`src/common/pin_event_pkg.sv`:
```
/*
  Shared constants and types for the pin event unit: register offsets,
  mode encodings, reset values and the AXI4-Lite response codes.
  Assumes a 32-bit AXI4-Lite register bus and a single 200 MHz clock.
*/
package pin_event_pkg;

  // Geometry
  localparam int NUM_CHAN     = 8;
  localparam int NUM_PINS     = 64;
  localparam int SEL_W        = 6;
  localparam int ADDR_W       = 8;

  // Register byte offsets
  localparam logic [7:0] OFS_SEL_LO   = 8'h00;  // Pin selection, channels 0..3
  localparam logic [7:0] OFS_SEL_HI   = 8'h04;  // Pin selection, channels 4..7
  localparam logic [7:0] OFS_LEVEL    = 8'h08;  // 1 = level sensitive
  localparam logic [7:0] OFS_RISE_EN  = 8'h0C;  // Rising edge or high-active enable
  localparam logic [7:0] OFS_FALL_EN  = 8'h10;  // Falling edge or low-active enable
  localparam logic [7:0] OFS_STATUS   = 8'h14;  // Read: channel lines, write 1 clears edge flags
  localparam logic [7:0] OFS_WAKE_EN  = 8'h18;  // Channel wake enables
  localparam logic [7:0] OFS_PM_CTRL  = 8'h1C;  // Bit0 match mode, bit1 event enable
  localparam logic [7:0] OFS_PM_SRC   = 8'h20;  // Read only: registered term outputs
  localparam logic [7:0] OFS_PM_CFG0  = 8'h24;  // Term requirement codes, 4 bits per pin
  localparam logic [7:0] OFS_PM_CFG1  = 8'h28;  // Codes for odd terms, 4 bits per pin
  localparam logic [7:0] OFS_PM_TERM  = 8'h2C;  // Term enable mask
  localparam logic [7:0] OFS_IRQ_STAT = 8'h30;  // Sticky event status, read only
  localparam logic [7:0] OFS_IRQ_CLR  = 8'h34;  // Write 1 clears status
  localparam logic [7:0] OFS_IRQ_EN   = 8'h38;  // Summary interrupt enables
  localparam logic [7:0] OFS_PINS     = 8'h3C;  // Synchronised pin levels

  // Reset values
  localparam logic [31:0] RST_ZERO    = 32'h0000_0000;

  // Pattern condition codes (per pin, per term)
  typedef enum logic [2:0] {
    COND_DONT_CARE,
    COND_HIGH,
    COND_LOW,
    COND_RISE,
    COND_FALL,
    COND_ANY_EDGE
  } cond_e;

  // Response codes
  localparam logic [1:0] RESP_OKAY    = 2'b00;
  localparam logic [1:0] RESP_SLVERR  = 2'b10;

  // Packed view of the synchronised pins
  typedef struct packed {
    logic [NUM_CHAN-1:0] level;   // Current level
    logic [NUM_CHAN-1:0] rise;    // Rising edge this cycle
    logic [NUM_CHAN-1:0] fall;    // Falling edge this cycle
  } pin_view_s;

endpackage : pin_event_pkg

```
`src/core/pin_sync.sv`:
```
/*
  Two-stage synchroniser with edge extraction for the selected pins.
  Assumes inputs may be asynchronous to aclk; only stage two is observed.
*/
`timescale 1ns/1ps
module pin_sync #(
  parameter int WIDTH = 8
) (
  // Clock and reset
  input  wire logic             aclk,
  input  wire logic             aresetn,
  // Raw pins
  input  wire logic [WIDTH-1:0] pin_in,
  // Synchronised view
  output logic      [WIDTH-1:0] level,
  output logic      [WIDTH-1:0] rise,
  output logic      [WIDTH-1:0] fall
);

  logic [WIDTH-1:0] meta_r;   // First stage, read only by stage two
  logic [WIDTH-1:0] sync_r;   // Second stage
  logic [WIDTH-1:0] prev_r;   // Previous synchronised level
  logic [WIDTH-1:0] meta_nxt;
  logic [WIDTH-1:0] sync_nxt;
  logic [WIDTH-1:0] prev_nxt;

  // Next values of the chain
  always_comb begin
    meta_nxt = pin_in;
    sync_nxt = meta_r;
    prev_nxt = sync_r;
  end

  // Register the chain
  always_ff @(posedge aclk) begin
    if (!aresetn) begin
      meta_r <= '0;
      sync_r <= '0;
      prev_r <= '0;
    end else begin
      meta_r <= meta_nxt;
      sync_r <= sync_nxt;
      prev_r <= prev_nxt;
    end
  end

  // Edges from stage two only
  assign level = sync_r;
  assign rise  = sync_r & ~prev_r;
  assign fall  = ~sync_r & prev_r;

endmodule : pin_sync

```
`src/core/pin_event_unit.sv`:
```
/*
  Pin event unit: eight pin interrupt channels or a pattern match engine,
  registers over AXI4-Lite, per-channel interrupt lines, a wake request,
  a cpu_wake_event pulse and a summary interrupt.
  Assumes pins arrive from the system_config_block as a flat vector and that
  the cpu_interrupt_controller takes one line per channel.
*/
// The implementer's own choices: the register addresses and the AXI4-Lite interface to the registers.
`timescale 1ns/1ps
// Operation
// - Eight channels, edge or level sensitive
// - Each channel drives its own interrupt line
// - Edge mode: rise, fall, or both
// - Level mode: active high or low
// - Channels can wake from low power
// - Pattern terms test levels and transitions
// - Each product term raises its own request
// - Optional event pulse when a match starts with no term active
// - Pattern engine never requests wake-up
// - Reads answer in one cycle, writes in two
// - Pin per channel chosen by selection
module pin_event_unit #(
  parameter int NUM_CHAN = pin_event_pkg::NUM_CHAN,
  parameter int NUM_PINS = pin_event_pkg::NUM_PINS
) (
  // Clock and reset
  input  wire logic                aclk,
  input  wire logic                aresetn,
  // Pins from the system_config_block
  input  wire logic [NUM_PINS-1:0] pin_bus,
  // AXI4-Lite write address
  input  wire logic [7:0]          s_axi_awaddr,
  input  wire logic                s_axi_awvalid,
  output logic                     s_axi_awready,
  // AXI4-Lite write data
  input  wire logic [31:0]         s_axi_wdata,
  input  wire logic [3:0]          s_axi_wstrb,
  input  wire logic                s_axi_wvalid,
  output logic                     s_axi_wready,
  // AXI4-Lite write response
  output logic [1:0]               s_axi_bresp,
  output logic                     s_axi_bvalid,
  input  wire logic                s_axi_bready,
  // AXI4-Lite read address
  input  wire logic [7:0]          s_axi_araddr,
  input  wire logic                s_axi_arvalid,
  output logic                     s_axi_arready,
  // AXI4-Lite read data
  output logic [31:0]              s_axi_rdata,
  output logic [1:0]               s_axi_rresp,
  output logic                     s_axi_rvalid,
  input  wire logic                s_axi_rready,
  // Towards the cpu_interrupt_controller
  output logic [NUM_CHAN-1:0]      chan_irq,
  output logic                     wake_req,
  output logic                     cpu_wake_event,
  output logic                     irq
);

  // Bits per pin selection
  localparam int SW = pin_event_pkg::SEL_W;

  // Software state
  logic [NUM_CHAN*SW-1:0] sel_r, sel_nxt;         // Pin selection per channel
  logic [NUM_CHAN-1:0]    level_r, level_nxt;     // 1 = level mode
  logic [NUM_CHAN-1:0]    rise_en_r, rise_en_nxt; // Rise or high-active
  logic [NUM_CHAN-1:0]    fall_en_r, fall_en_nxt; // Fall or low-active
  logic [NUM_CHAN-1:0]    wake_en_r, wake_en_nxt; // Wake enables
  logic [1:0]             pm_ctrl_r, pm_ctrl_nxt; // Match mode, event enable
  logic [31:0]            pm_cfg_r, pm_cfg_nxt;   // 4-bit codes: term t, pin p
  logic [31:0]            pm_cfg1_r, pm_cfg1_nxt; // Second half of codes
  logic [NUM_CHAN-1:0]    pm_term_r, pm_term_nxt; // Term enables
  logic [NUM_CHAN-1:0]    flag_r, flag_nxt;       // Latched edge requests
  logic [NUM_CHAN-1:0]    ist_r, ist_nxt;         // Sticky summary status
  logic [NUM_CHAN-1:0]    ien_r, ien_nxt;         // Summary enables
  logic                   event_r, event_nxt;     // Event pulse
  logic [NUM_CHAN-1:0]    term_r, term_nxt;       // Registered term outputs

  // Bus state
  logic                   aw_got_r, aw_got_nxt;
  logic                   w_got_r, w_got_nxt;
  logic [7:0]             awaddr_r, awaddr_nxt;
  logic [31:0]            wdata_r, wdata_nxt;
  logic                   bvalid_r, bvalid_nxt;
  logic [1:0]             bresp_r, bresp_nxt;
  logic                   rvalid_r, rvalid_nxt;
  logic [31:0]            rdata_r, rdata_nxt;
  logic [1:0]             rresp_r, rresp_nxt;

  // Combinational helpers
  logic [NUM_CHAN-1:0]    sel_pins;
  pin_event_pkg::pin_view_s pv;
  logic [NUM_CHAN-1:0]    edge_hit;
  logic [NUM_CHAN-1:0]    lvl_hit;
  logic [NUM_CHAN-1:0]    term_hit;
  logic                   wr_fire;
  logic [NUM_CHAN-1:0]    flag_clr;
  logic [NUM_CHAN-1:0]    ist_clr;
  logic [3:0]             cond_code;

  // Register decode, shared by read and write paths
  function automatic logic known_addr(input logic [7:0] a);
    known_addr = (a[1:0] == 2'b00) && (a <= pin_event_pkg::OFS_PINS);
  endfunction : known_addr

  // Requirement code for term t, pin p
  // Terms t and t+2 share codes
  function automatic logic [3:0] code_of(input logic [31:0] c0, input logic [31:0] c1,
                                         input int t, input int p);
    logic [63:0] all;
    all = {c1, c0};
    code_of = all[(t*8 + p) % 16 * 4 +: 4];
  endfunction : code_of

  // Pin choice per channel from the selection register
  generate
    for (genvar c = 0; c < NUM_CHAN; c++) begin : g_sel
      assign sel_pins[c] = pin_bus[sel_r[c*SW +: SW]];
    end
  endgenerate

  // Synchronise the chosen pins
  pin_sync #(
    .WIDTH (NUM_CHAN)
  ) u_sync (
    .aclk    (aclk),
    .aresetn (aresetn),
    .pin_in  (sel_pins),
    .level   (pv.level),
    .rise    (pv.rise),
    .fall    (pv.fall)
  );

  // Channel and term condition evaluation
  always_comb begin
    cond_code = '0;
    edge_hit = (pv.rise & rise_en_r) | (pv.fall & fall_en_r);
    lvl_hit  = (pv.level & rise_en_r) | (~pv.level & fall_en_r);
    for (int t = 0; t < NUM_CHAN; t++) begin
      term_hit[t] = pm_term_r[t];
      for (int p = 0; p < NUM_CHAN; p++) begin
        cond_code = code_of(pm_cfg_r, pm_cfg1_r, t, p);
        case (cond_code[2:0])
          3'(pin_event_pkg::COND_HIGH):     term_hit[t] &= pv.level[p];
          3'(pin_event_pkg::COND_LOW):      term_hit[t] &= ~pv.level[p];
          3'(pin_event_pkg::COND_RISE):     term_hit[t] &= pv.rise[p];
          3'(pin_event_pkg::COND_FALL):     term_hit[t] &= pv.fall[p];
          3'(pin_event_pkg::COND_ANY_EDGE): term_hit[t] &= pv.rise[p] | pv.fall[p];
          default:                          term_hit[t] &= 1'b1;
        endcase
      end
    end
  end

  // Bus handshake and write-side decode
  // No new write while answering
  assign wr_fire  = aw_got_r && w_got_r && !bvalid_r;
  assign flag_clr = (wr_fire && awaddr_r == pin_event_pkg::OFS_STATUS)
                    ? wdata_r[NUM_CHAN-1:0] : '0;
  assign ist_clr  = (wr_fire && awaddr_r == pin_event_pkg::OFS_IRQ_CLR)
                    ? wdata_r[NUM_CHAN-1:0] : '0;

  // Next state of registers and bus
  always_comb begin
    sel_nxt     = sel_r;
    level_nxt   = level_r;
    rise_en_nxt = rise_en_r;
    fall_en_nxt = fall_en_r;
    wake_en_nxt = wake_en_r;
    pm_ctrl_nxt = pm_ctrl_r;
    pm_cfg_nxt  = pm_cfg_r;
    pm_cfg1_nxt = pm_cfg1_r;
    pm_term_nxt = pm_term_r;
    ien_nxt     = ien_r;
    aw_got_nxt  = aw_got_r;
    w_got_nxt   = w_got_r;
    awaddr_nxt  = awaddr_r;
    wdata_nxt   = wdata_r;
    bvalid_nxt  = bvalid_r;
    bresp_nxt   = bresp_r;
    rvalid_nxt  = rvalid_r;
    rdata_nxt   = rdata_r;
    rresp_nxt   = rresp_r;
    // Capture address and data in either order
    if (s_axi_awvalid && s_axi_awready) begin
      aw_got_nxt = 1'b1;
      awaddr_nxt = s_axi_awaddr;
    end
    if (s_axi_wvalid && s_axi_wready) begin
      w_got_nxt = 1'b1;
      wdata_nxt = s_axi_wdata;
    end
    // Perform the write in one cycle
    if (wr_fire) begin
      aw_got_nxt = 1'b0;
      w_got_nxt  = 1'b0;
      bvalid_nxt = 1'b1;
      bresp_nxt  = known_addr(awaddr_r) ? pin_event_pkg::RESP_OKAY :
                   pin_event_pkg::RESP_SLVERR;
      case (awaddr_r)
        // Six-bit index per byte
        pin_event_pkg::OFS_SEL_LO:  sel_nxt[0 +: 4*SW]      = {wdata_r[29:24], wdata_r[21:16],
                                                               wdata_r[13:8], wdata_r[5:0]};
        pin_event_pkg::OFS_SEL_HI:  sel_nxt[4*SW +: 4*SW]   = {wdata_r[29:24], wdata_r[21:16],
                                                               wdata_r[13:8], wdata_r[5:0]};
        pin_event_pkg::OFS_LEVEL:   level_nxt   = wdata_r[NUM_CHAN-1:0];
        pin_event_pkg::OFS_RISE_EN: rise_en_nxt = wdata_r[NUM_CHAN-1:0];
        pin_event_pkg::OFS_FALL_EN: fall_en_nxt = wdata_r[NUM_CHAN-1:0];
        pin_event_pkg::OFS_WAKE_EN: wake_en_nxt = wdata_r[NUM_CHAN-1:0];
        pin_event_pkg::OFS_PM_CTRL: pm_ctrl_nxt = wdata_r[1:0];
        pin_event_pkg::OFS_PM_CFG0: pm_cfg_nxt  = wdata_r;
        pin_event_pkg::OFS_PM_CFG1: pm_cfg1_nxt = wdata_r;
        pin_event_pkg::OFS_PM_TERM: pm_term_nxt = wdata_r[NUM_CHAN-1:0];
        pin_event_pkg::OFS_IRQ_EN:  ien_nxt     = wdata_r[NUM_CHAN-1:0];
        default:                    ;
      endcase
    end
    if (bvalid_r && s_axi_bready) begin
      bvalid_nxt = 1'b0;
    end
    // Reads answer the cycle after the address is taken
    if (s_axi_arvalid && s_axi_arready) begin
      rvalid_nxt = 1'b1;
      rresp_nxt  = known_addr(s_axi_araddr) ? pin_event_pkg::RESP_OKAY :
                   pin_event_pkg::RESP_SLVERR;
      case (s_axi_araddr)
        pin_event_pkg::OFS_SEL_LO:   rdata_nxt = {2'b00, sel_r[3*SW +: SW], 2'b00, sel_r[2*SW +: SW],
                                                  2'b00, sel_r[SW +: SW], 2'b00, sel_r[0 +: SW]};
        pin_event_pkg::OFS_SEL_HI:   rdata_nxt = {2'b00, sel_r[7*SW +: SW], 2'b00, sel_r[6*SW +: SW],
                                                  2'b00, sel_r[5*SW +: SW], 2'b00, sel_r[4*SW +: SW]};
        pin_event_pkg::OFS_LEVEL:    rdata_nxt = {24'h00_0000, level_r};
        pin_event_pkg::OFS_RISE_EN:  rdata_nxt = {24'h00_0000, rise_en_r};
        pin_event_pkg::OFS_FALL_EN:  rdata_nxt = {24'h00_0000, fall_en_r};
        pin_event_pkg::OFS_STATUS:   rdata_nxt = {24'h00_0000, chan_irq};
        pin_event_pkg::OFS_WAKE_EN:  rdata_nxt = {24'h00_0000, wake_en_r};
        pin_event_pkg::OFS_PM_CTRL:  rdata_nxt = {30'h0000_0000, pm_ctrl_r};
        pin_event_pkg::OFS_PM_SRC:   rdata_nxt = {24'h00_0000, term_r};
        pin_event_pkg::OFS_PM_CFG0:  rdata_nxt = pm_cfg_r;
        pin_event_pkg::OFS_PM_CFG1:  rdata_nxt = pm_cfg1_r;
        pin_event_pkg::OFS_PM_TERM:  rdata_nxt = {24'h00_0000, pm_term_r};
        pin_event_pkg::OFS_IRQ_STAT: rdata_nxt = {24'h00_0000, ist_r};
        pin_event_pkg::OFS_IRQ_EN:   rdata_nxt = {24'h00_0000, ien_r};
        pin_event_pkg::OFS_PINS:     rdata_nxt = {24'h00_0000, pv.level};
        default:                     rdata_nxt = pin_event_pkg::RST_ZERO;
      endcase
    end else if (rvalid_r && s_axi_rready) begin
      rvalid_nxt = 1'b0;
    end
  end

  // Event-side next state; set wins over software clear
  always_comb begin
    // Only edges latch
    flag_nxt  = (flag_r & ~flag_clr) | (edge_hit & ~level_r);
    term_nxt  = pm_ctrl_r[0] ? term_hit : '0;
    // Pulse only as a match starts
    event_nxt = pm_ctrl_r[0] && pm_ctrl_r[1] && (|term_hit) && !(|term_r);
    ist_nxt   = (ist_r & ~ist_clr)
                | (pm_ctrl_r[0] ? term_hit : (edge_hit | (lvl_hit & level_r)));
  end

  // Register all state
  always_ff @(posedge aclk) begin
    if (!aresetn) begin
      sel_r     <= '0;
      level_r   <= '0;
      rise_en_r <= '0;
      fall_en_r <= '0;
      wake_en_r <= '0;
      pm_ctrl_r <= '0;
      pm_cfg_r  <= pin_event_pkg::RST_ZERO;
      pm_cfg1_r <= pin_event_pkg::RST_ZERO;
      pm_term_r <= '0;
      flag_r    <= '0;
      ist_r     <= '0;
      ien_r     <= '0;
      event_r   <= 1'b0;
      term_r    <= '0;
      aw_got_r  <= 1'b0;
      w_got_r   <= 1'b0;
      awaddr_r  <= '0;
      wdata_r   <= pin_event_pkg::RST_ZERO;
      bvalid_r  <= 1'b0;
      bresp_r   <= pin_event_pkg::RESP_OKAY;
      rvalid_r  <= 1'b0;
      rdata_r   <= pin_event_pkg::RST_ZERO;
      rresp_r   <= pin_event_pkg::RESP_OKAY;
    end else begin
      sel_r     <= sel_nxt;
      level_r   <= level_nxt;
      rise_en_r <= rise_en_nxt;
      fall_en_r <= fall_en_nxt;
      wake_en_r <= wake_en_nxt;
      pm_ctrl_r <= pm_ctrl_nxt;
      pm_cfg_r  <= pm_cfg_nxt;
      pm_cfg1_r <= pm_cfg1_nxt;
      pm_term_r <= pm_term_nxt;
      flag_r    <= flag_nxt;
      ist_r     <= ist_nxt;
      ien_r     <= ien_nxt;
      event_r   <= event_nxt;
      term_r    <= term_nxt;
      aw_got_r  <= aw_got_nxt;
      w_got_r   <= w_got_nxt;
      awaddr_r  <= awaddr_nxt;
      wdata_r   <= wdata_nxt;
      bvalid_r  <= bvalid_nxt;
      bresp_r   <= bresp_nxt;
      rvalid_r  <= rvalid_nxt;
      rdata_r   <= rdata_nxt;
      rresp_r   <= rresp_nxt;
    end
  end

  // Channel lines: pattern terms in match mode, otherwise edge or level
  always_comb begin
    if (pm_ctrl_r[0]) begin
      chan_irq = term_r;
    end else begin
      chan_irq = (flag_r & ~level_r) | (lvl_hit & level_r);
    end
  end

  // Wake only from channel mode
  assign wake_req       = !pm_ctrl_r[0] && |(chan_irq & wake_en_r);
  assign cpu_wake_event = event_r;
  assign irq            = |(ist_r & ien_r);

  // Bus outputs
  // Strobes ignored, full words
  assign s_axi_awready = !aw_got_r && !bvalid_r;
  assign s_axi_wready  = !w_got_r && !bvalid_r;
  assign s_axi_bvalid  = bvalid_r;
  assign s_axi_bresp   = bresp_r;
  assign s_axi_arready = !rvalid_r;
  assign s_axi_rvalid  = rvalid_r;
  assign s_axi_rdata   = rdata_r;
  assign s_axi_rresp   = rresp_r;

endmodule : pin_event_unit

```
`config.mk`:
```
export PLATFORM = sky130hd
export DESIGN_NAME = pin_event_unit
export DESIGN_NICKNAME = d
export VERILOG_FILES = /design/src/common/pin_event_pkg.sv /design/src/core/pin_sync.sv /design/src/core/pin_event_unit.sv
export SDC_FILE = /design/constraint.sdc
export NUM_CORES = 1
export LEC_CHECK = 0
export BUFFER_PORTS_ARGS = -buffer_cell sky130_fd_sc_hd__clkbuf_2
export CAP_MARGIN = 10
export CELL_PAD_IN_SITES_DETAIL_PLACEMENT = 0
export CELL_PAD_IN_SITES_GLOBAL_PLACEMENT = 1
export CORE_UTILIZATION = 40
export CTS_BUF_LIST = sky130_fd_sc_hd__clkbuf_4 sky130_fd_sc_hd__clkbuf_8 sky130_fd_sc_hd__clkbuf_16
export CTS_CLUSTER_SIZE = 8
export DETAILED_ROUTE_END_ITERATION = 10
export GPL_TIMING_DRIVEN = 0
export PLACE_DENSITY = 0.69
export REMOVE_ABC_BUFFERS = 1
export SYNTH_ARGS = -nofsm -noshare
export SYNTH_HDL_FRONTEND = slang
export SYNTH_SLANG_ARGS = --single-unit
```
`constraint.sdc`:
```
create_clock -name aclk -period 3.01 [get_ports aclk]
set_input_delay 0.1505 -clock aclk [delete_from_list [all_inputs] [get_ports aclk]]
set_output_delay 0.1505 -clock aclk [all_outputs]
set_load 0.01 [all_outputs]
```
==> metrics.cfg, run 1 <==
[final_layout]
final_common_cell=nand2_1
num_antenna_cells=0
fillers=4100
drive_gt1_share_pct=22.16
register_area_um2=5789
fin_nets=2169
final_cell_mix=nand2_1 (396), dfxtp_1 (286), a21oi_1 (220)
fin_util_pct=47.44
multi_input_area_um2=10550
syn_to_final_growth_pct=16.88

[setup_path]
cp.depth=4
reg2reg_depth=8
required_ps=2860
critPathTopFamily=compound AO/OA/AOI/OAI gates
crit_arrival_ps=2730
critPathBufInv=1
cp_max_fo=22
r2r_start=u_sync.level[7]
crit_type=reg -> out
worstSetupEndpointType=output port
cp-start-kind=flip-flop
max_stage_delay_ps=910
crit_path_top_delay_cell=dfxtp_1
crit_start=pm_ctrl_r[0]
path_cells=o21ai_0, a22oi_1, a41oi_1, clkbuf_2

[placed_design]
portBuffers=168
gp_congestion=0.9548
pre_cts_slack_ps=-470.7
hpwl_mm=44.00

[route]
wl_per_cell_um=24.88
ant_nets=0
vias=15929
drt_iter0_markers=1585
routed_wl_mm=64.03
drtPass1Iterations=5
viasPerCell=6.188
drc=0

[sta]
final_hold_viol_count=0
fmax_mhz=347.4
tightest_slew_ps=1115
hold_ws_ps=63.32
setup_violations=0
period_share_pct=95.62
fin_ws_ps=131.8
final_max_slew_viol_count=0
finClkSkew_ps=26.74
rsz0062_at_grt=no
period_minus_slack_ps=2878
max_slew_margin_pct=25.48

[run_status]
status=complete, no violations

[clocking]
numCtsBuffers=42
htreeDepth=2
root_buffer=clkbuf_16
cts_tree=built
clock-sinks=289
clkTransAtPathRegs_ps=50
clk_latency_ps=570
cts_buffer_depth=3

[synth]
async_flop_share_pct=0
yosysWarnings=0
synth.cell_area_um2=17060
seq_area_frac_synth_pct=33.91
syn-instance-count=1912
yosysUniqueCellTypes=65
ys_ff_latch=289
synth_edf_count=0
synthesis.area_per_instance_um2=8.925
synthFlopType=dfxtp_1

[global_route]
antenna_found_initial=0
grt_first_pass_wirelength_mm=95.85
grt_start_max_net_pins=160
track_usage_pct=29.16
first_global_vias=15029
gr-total-overflow=0

[power_and_ir_drop]
p_leak_nw=6.711
cellPowerDensity_nw_per_um2=455.5
ir_worst_vdd_mv=0.3249

[floorplan]
start_util_pct=40.59
dieHeight_um=208.5
fp.dieW_um=208.5
die-area_um2=43490
core_area_um2=42040
io_pins=175
rows=75

[hold_path]
hold_path.class=in -> reg
whs_path_depth=4
min_from=s_axi_awvalid

[flow_run]
maxCapViolations=0

==> logic make-up after synthesis <==
kind of cell,count (synthesis),share of synthesized area [%]
AND/OR/NAND/NOR,670,17.19
AO/OA/AOI/OAI,502,18.55
buffers and inverters,211,4.847
other,1,0.02198
adder cells (fa/ha/maj),17,1.246
multiplexers,222,24.24
flip-flops,289,33.91
==> synthesized netlist by cell type (all sizes together) (19+ instances only) <==
library cell	n	area, um2
nor2	120	452.9
mux2	20	225.2
o22ai	26	162.7
mux4	151	3401
clkbuf	123	461.7
and2	19	118.9
buf	36	170.2
a21oi	220	1101
mux2i	51	510.5
dfxtp	289	5786
a22o	33	289.0
nor2b	24	150.1
inv	52	195.2
o21ai	66	330.3
nand2	399	1500
a22oi	60	450.4
==> stage by stage <==
stage | total power (W) | cell area [um2] | std cells | setup TNS (ps)
finish | 0.009085 | 19940 | 2574 | 0
CTS | 0.009145 | 19750 | 2564 | -1.667
floorplan | 0.004452 | 16440 | 1754 | -71.11
detailed placement | 0.004882 | 18190 | 2471 | -5687
global route | 0.009395 | 19940 | 2574 | 0
global placement | 0.004863 | 17950 | 2461 | -469480
==> worst min-delay path, stage by stage <==
cell	delay, ps
clkbuf_2	80
nand2_1	170
nand2_1	120
a21oi_1	50
==> layer usage <==
| layer | part of all wire [%] | up-vias | track usage, % |
|---|---|---|---|
| met5 | 0 | - | 0 |
| met4 | 3.4 | 0 | 10.04 |
| met3 | 7.5 | 110 | 5.358 |
| met2 | 45 | 725 | 44.95 |
| met1 | 44 | 7866 | 40.96 |
| li1 | - | 7228 | - |
==> power by group <==
part / switching (W) / leakage, nW / internal, W
sequential: 0.000117 / 2.34 / 0.00390
clock: 0.00170 / 0.556 / 0.00251
combinational: 0.000505 / 3.81 / 0.000351
==> cell type report <==
class	count	area share, %
multi-input cells	1414	52.89
flip-flops and latches	289	29.03
repair buffers	230	8.068
clock buffers	46	5.420
well taps	539	3.381
inverters	52	1.016
clock inverters	4	0.1945
==> flip-flops by register name, summed over array words and instances, names as in the netlist, 2 cells and up <==
signal and flops:
wdata_r 32, sel_r 48, u_sync.prev_r 8, awaddr_r 8
ien_r 8, s_axi_rdata 32, flag_r 8, u_sync.level 8
ist_r 8, pm_cfg1_r 32, term_r 8, u_sync.meta_r 8
pm_ctrl_r 2, wake_en_r 8, rise_en_r 8, fall_en_r 8
pm_cfg_r 32, pm_term_r 8, level_r 8
==> what timing repair did <==
action	in CTS	in global routing
hold endpoints to repair	42	0
setup endpoints to repair	32	100
resized for setup	4	10
pin swaps	1	2
setup buffers	0	4
cloned	0	1
hold buffers	43	0
==> final timing paths <==
kind | to | slack, ps
max | wake_req | 130
min | awaddr_r[7] | 60
min reg2reg | u_sync.level[0] | 420
max reg2reg | ist_r[2] | 200
(Power assumes the default switching activity.)
==> run 2, diff against run 1 <==
Settings changed: CAP_MARGIN 10 to 15, RECOVER_POWER set to 100.
==> run 2 against run 1 <==
The flow now finishes with violations (max-capacitance violations, max-slew violations). Hold slack improved by 19 ps. Maximum frequency decreased by 1.3%. Combinational power decreased by 0.6%. Core utilization decreased by 0.16 points. Sequential power about the same. Critical path depth unchanged. Design area decreased by 0.34%. Total power increased by 0.89%. Cell count about the same. Setup slack got worse by 38 ps. Clock power increased by 2%. Clock skew decreased by 14 ps. Largest cell class unchanged. Largest power group unchanged.
==> metrics.cfg, run 2 (synthesis gave the netlist of run 1 again) <==
[setup_path]
cp-start-kind=flip-flop
crit_type=reg -> out
max_stage_delay_ps=920
required_ps=2860
crit_arrival_ps=2770
cp_max_fo=22
critPathBufInv=1
critPathTopFamily=compound AO/OA/AOI/OAI gates
worstSetupEndpointType=output port
crit_path_top_delay_cell=dfxtp_1
path_cells=o21ai_0, a22oi_1, a41oi_1, clkbuf_1

[sta]
fmax_mhz=342.9
period_minus_slack_ps=2916
tightest_slew_ps=1651
period_share_pct=96.89
max_slew_margin_pct=-10.05
fin_ws_ps=93.64
final_max_slew_viol_count=34
finClkSkew_ps=12.49
setup_violations=0
rsz0062_at_grt=no
final_hold_viol_count=0

[power_and_ir_drop]
cellPowerDensity_nw_per_um2=461.1
ir_worst_vdd_mv=0.3569
switching_share_pct=25.27
p_leak_nw=6.552
clkPwrFrac_pct=46.9
p_int_w=0.006850
p_seq_share_pct=43.8
p_comb_share_pct=9.3
p_sw_w=0.002316

[global_route]
track_usage_pct=29.14
gr-total-overflow=0
grt_start_max_net_pins=160
met3_usage_pct=4.860
use_met2_pct=44.71
grt_first_pass_wirelength_mm=96.03
antenna_found_initial=1
grt_busiest_layer=met2
first_global_vias=15158
grt_use_met1_pct=41.41

[floorplan]
die-area_um2=43490
start_util_pct=40.59
core_area_um2=42040
fp.dieW_um=208.5
rows=75
dieHeight_um=208.5
io_pins=175

[placed_design]
pre_cts_slack_ps=-466.9
hpwl_mm=44.09
portBuffers=168
gp_congestion=0.9548
dpl-instance-area_um2=18210

[final_layout]
drive_gt1_share_pct=19.39
largest_reg_flops=48
fin_area_um2=19880
final_common_cell=nand2_1
largest-register=sel_r
num_antenna_cells=0
syn_to_final_growth_pct=16.48
final_cell_mix=nand2_1 (397), dfxtp_1 (288), a21oi_1 (220)
fin_nets=2171

[hold_path]
hold_path.class=in -> reg

[route]
ant_nets=0
drt_iter0_markers=1560
viasPerCell=6.197
drc=0
wl_per_cell_um=24.83
routed_wl_mm=63.95
drtPass1Iterations=6
vias=15964

[clocking]
root_buffer=clkbuf_16
clock-sinks=289
cts_tree=built
cts_buffer_depth=3
clkTransAtPathRegs_ps=50
clk_latency_ps=560
htreeDepth=2
numCtsBuffers=42

[flow_run]
maxCapViolations=1

[run_status]
violations=max-capacitance violations, max-slew violations
status=finished with violations

-- run 2: cell type report --
| cell class | count | area, um2 |
|---|---|---|
| timing repair buffer | 232 | 1531 |
| inverter | 52 | 202.7 |
| fill | 4083 | 22160 |
| clock inverter | 2 | 28.78 |
| tap | 539 | 674.4 |
| clock buffer | 48 | 1126 |
| multi-input combinational | 1414 | 10530 |
| sequential | 289 | 5787 |
-- run 2: timing repair --
action                                  in CTS  in global routing
gates resized for setup                      2                  7
endpoints found under the setup margin      35                 84
hold buffers                                43                  0
hold endpoints to repair                    42                  0
pin swaps                                    1                  2
buffers inserted                             1                  3
cloned                                       0                  1
-- run 2: path summary, 6_finish.rpt --
check,start,endpoint,slack (ps),depth (start not counted)
max,pm_ctrl_r[0],wake_req,90,4
min,s_axi_awvalid,awaddr_r[0],80,4
min reg2reg,u_sync.meta_r[2],u_sync.level[2],430,1
max reg2reg,s_axi_rvalid,s_axi_rdata[2],160,6
-- run 2: metrics by stage --
step | TNS, ps | total power, W | utilization, % | hold slack (ps) | std cells
floorplan | -71.11 | 0.004452 | - | 249.5 | 1754
global placement | -469480 | 0.004863 | 42.70 | 339.9 | 2461
CTS | -33.93 | 0.009233 | 47.11 | 67.88 | 2566
finish | 0 | 0.009166 | 47.28 | 82.15 | 2576
global route | 0 | 0.009478 | 47.28 | 102.6 | 2576
detailed placement | -5695 | 0.004882 | 43.31 | 342.5 | 2472
-- run 2: layer usage --
layer  routed length, um  vias to the layer above
li1                    -                     7227
met2               28490                      702
met5                  13                        -
met4                2280                        2
met1               28550                     7896
met3                4622                      137
-- run 2: worst register-to-register path: stages (launching register included) --
cell	delay (ps)
dfxtp_1	330
inv_1	100
nand2_2	490
a311oi_4	800
nand2_1	380
or4_1	570
o211ai_1	100
-- run 2: power groups by stage --
stage	logic (W)	clock network, W	registers, W
6_report	0.000851	0.00430	0.00401
5_1_grt	0.000917	0.00454	0.00402
4_1_cts	0.000840	0.00438	0.00401
3_5_place_dp	0.000794	0	0.00409
3_3_place_gp	0.000776	0	0.00409
2_1_floorplan	0.000416	0	0.00404
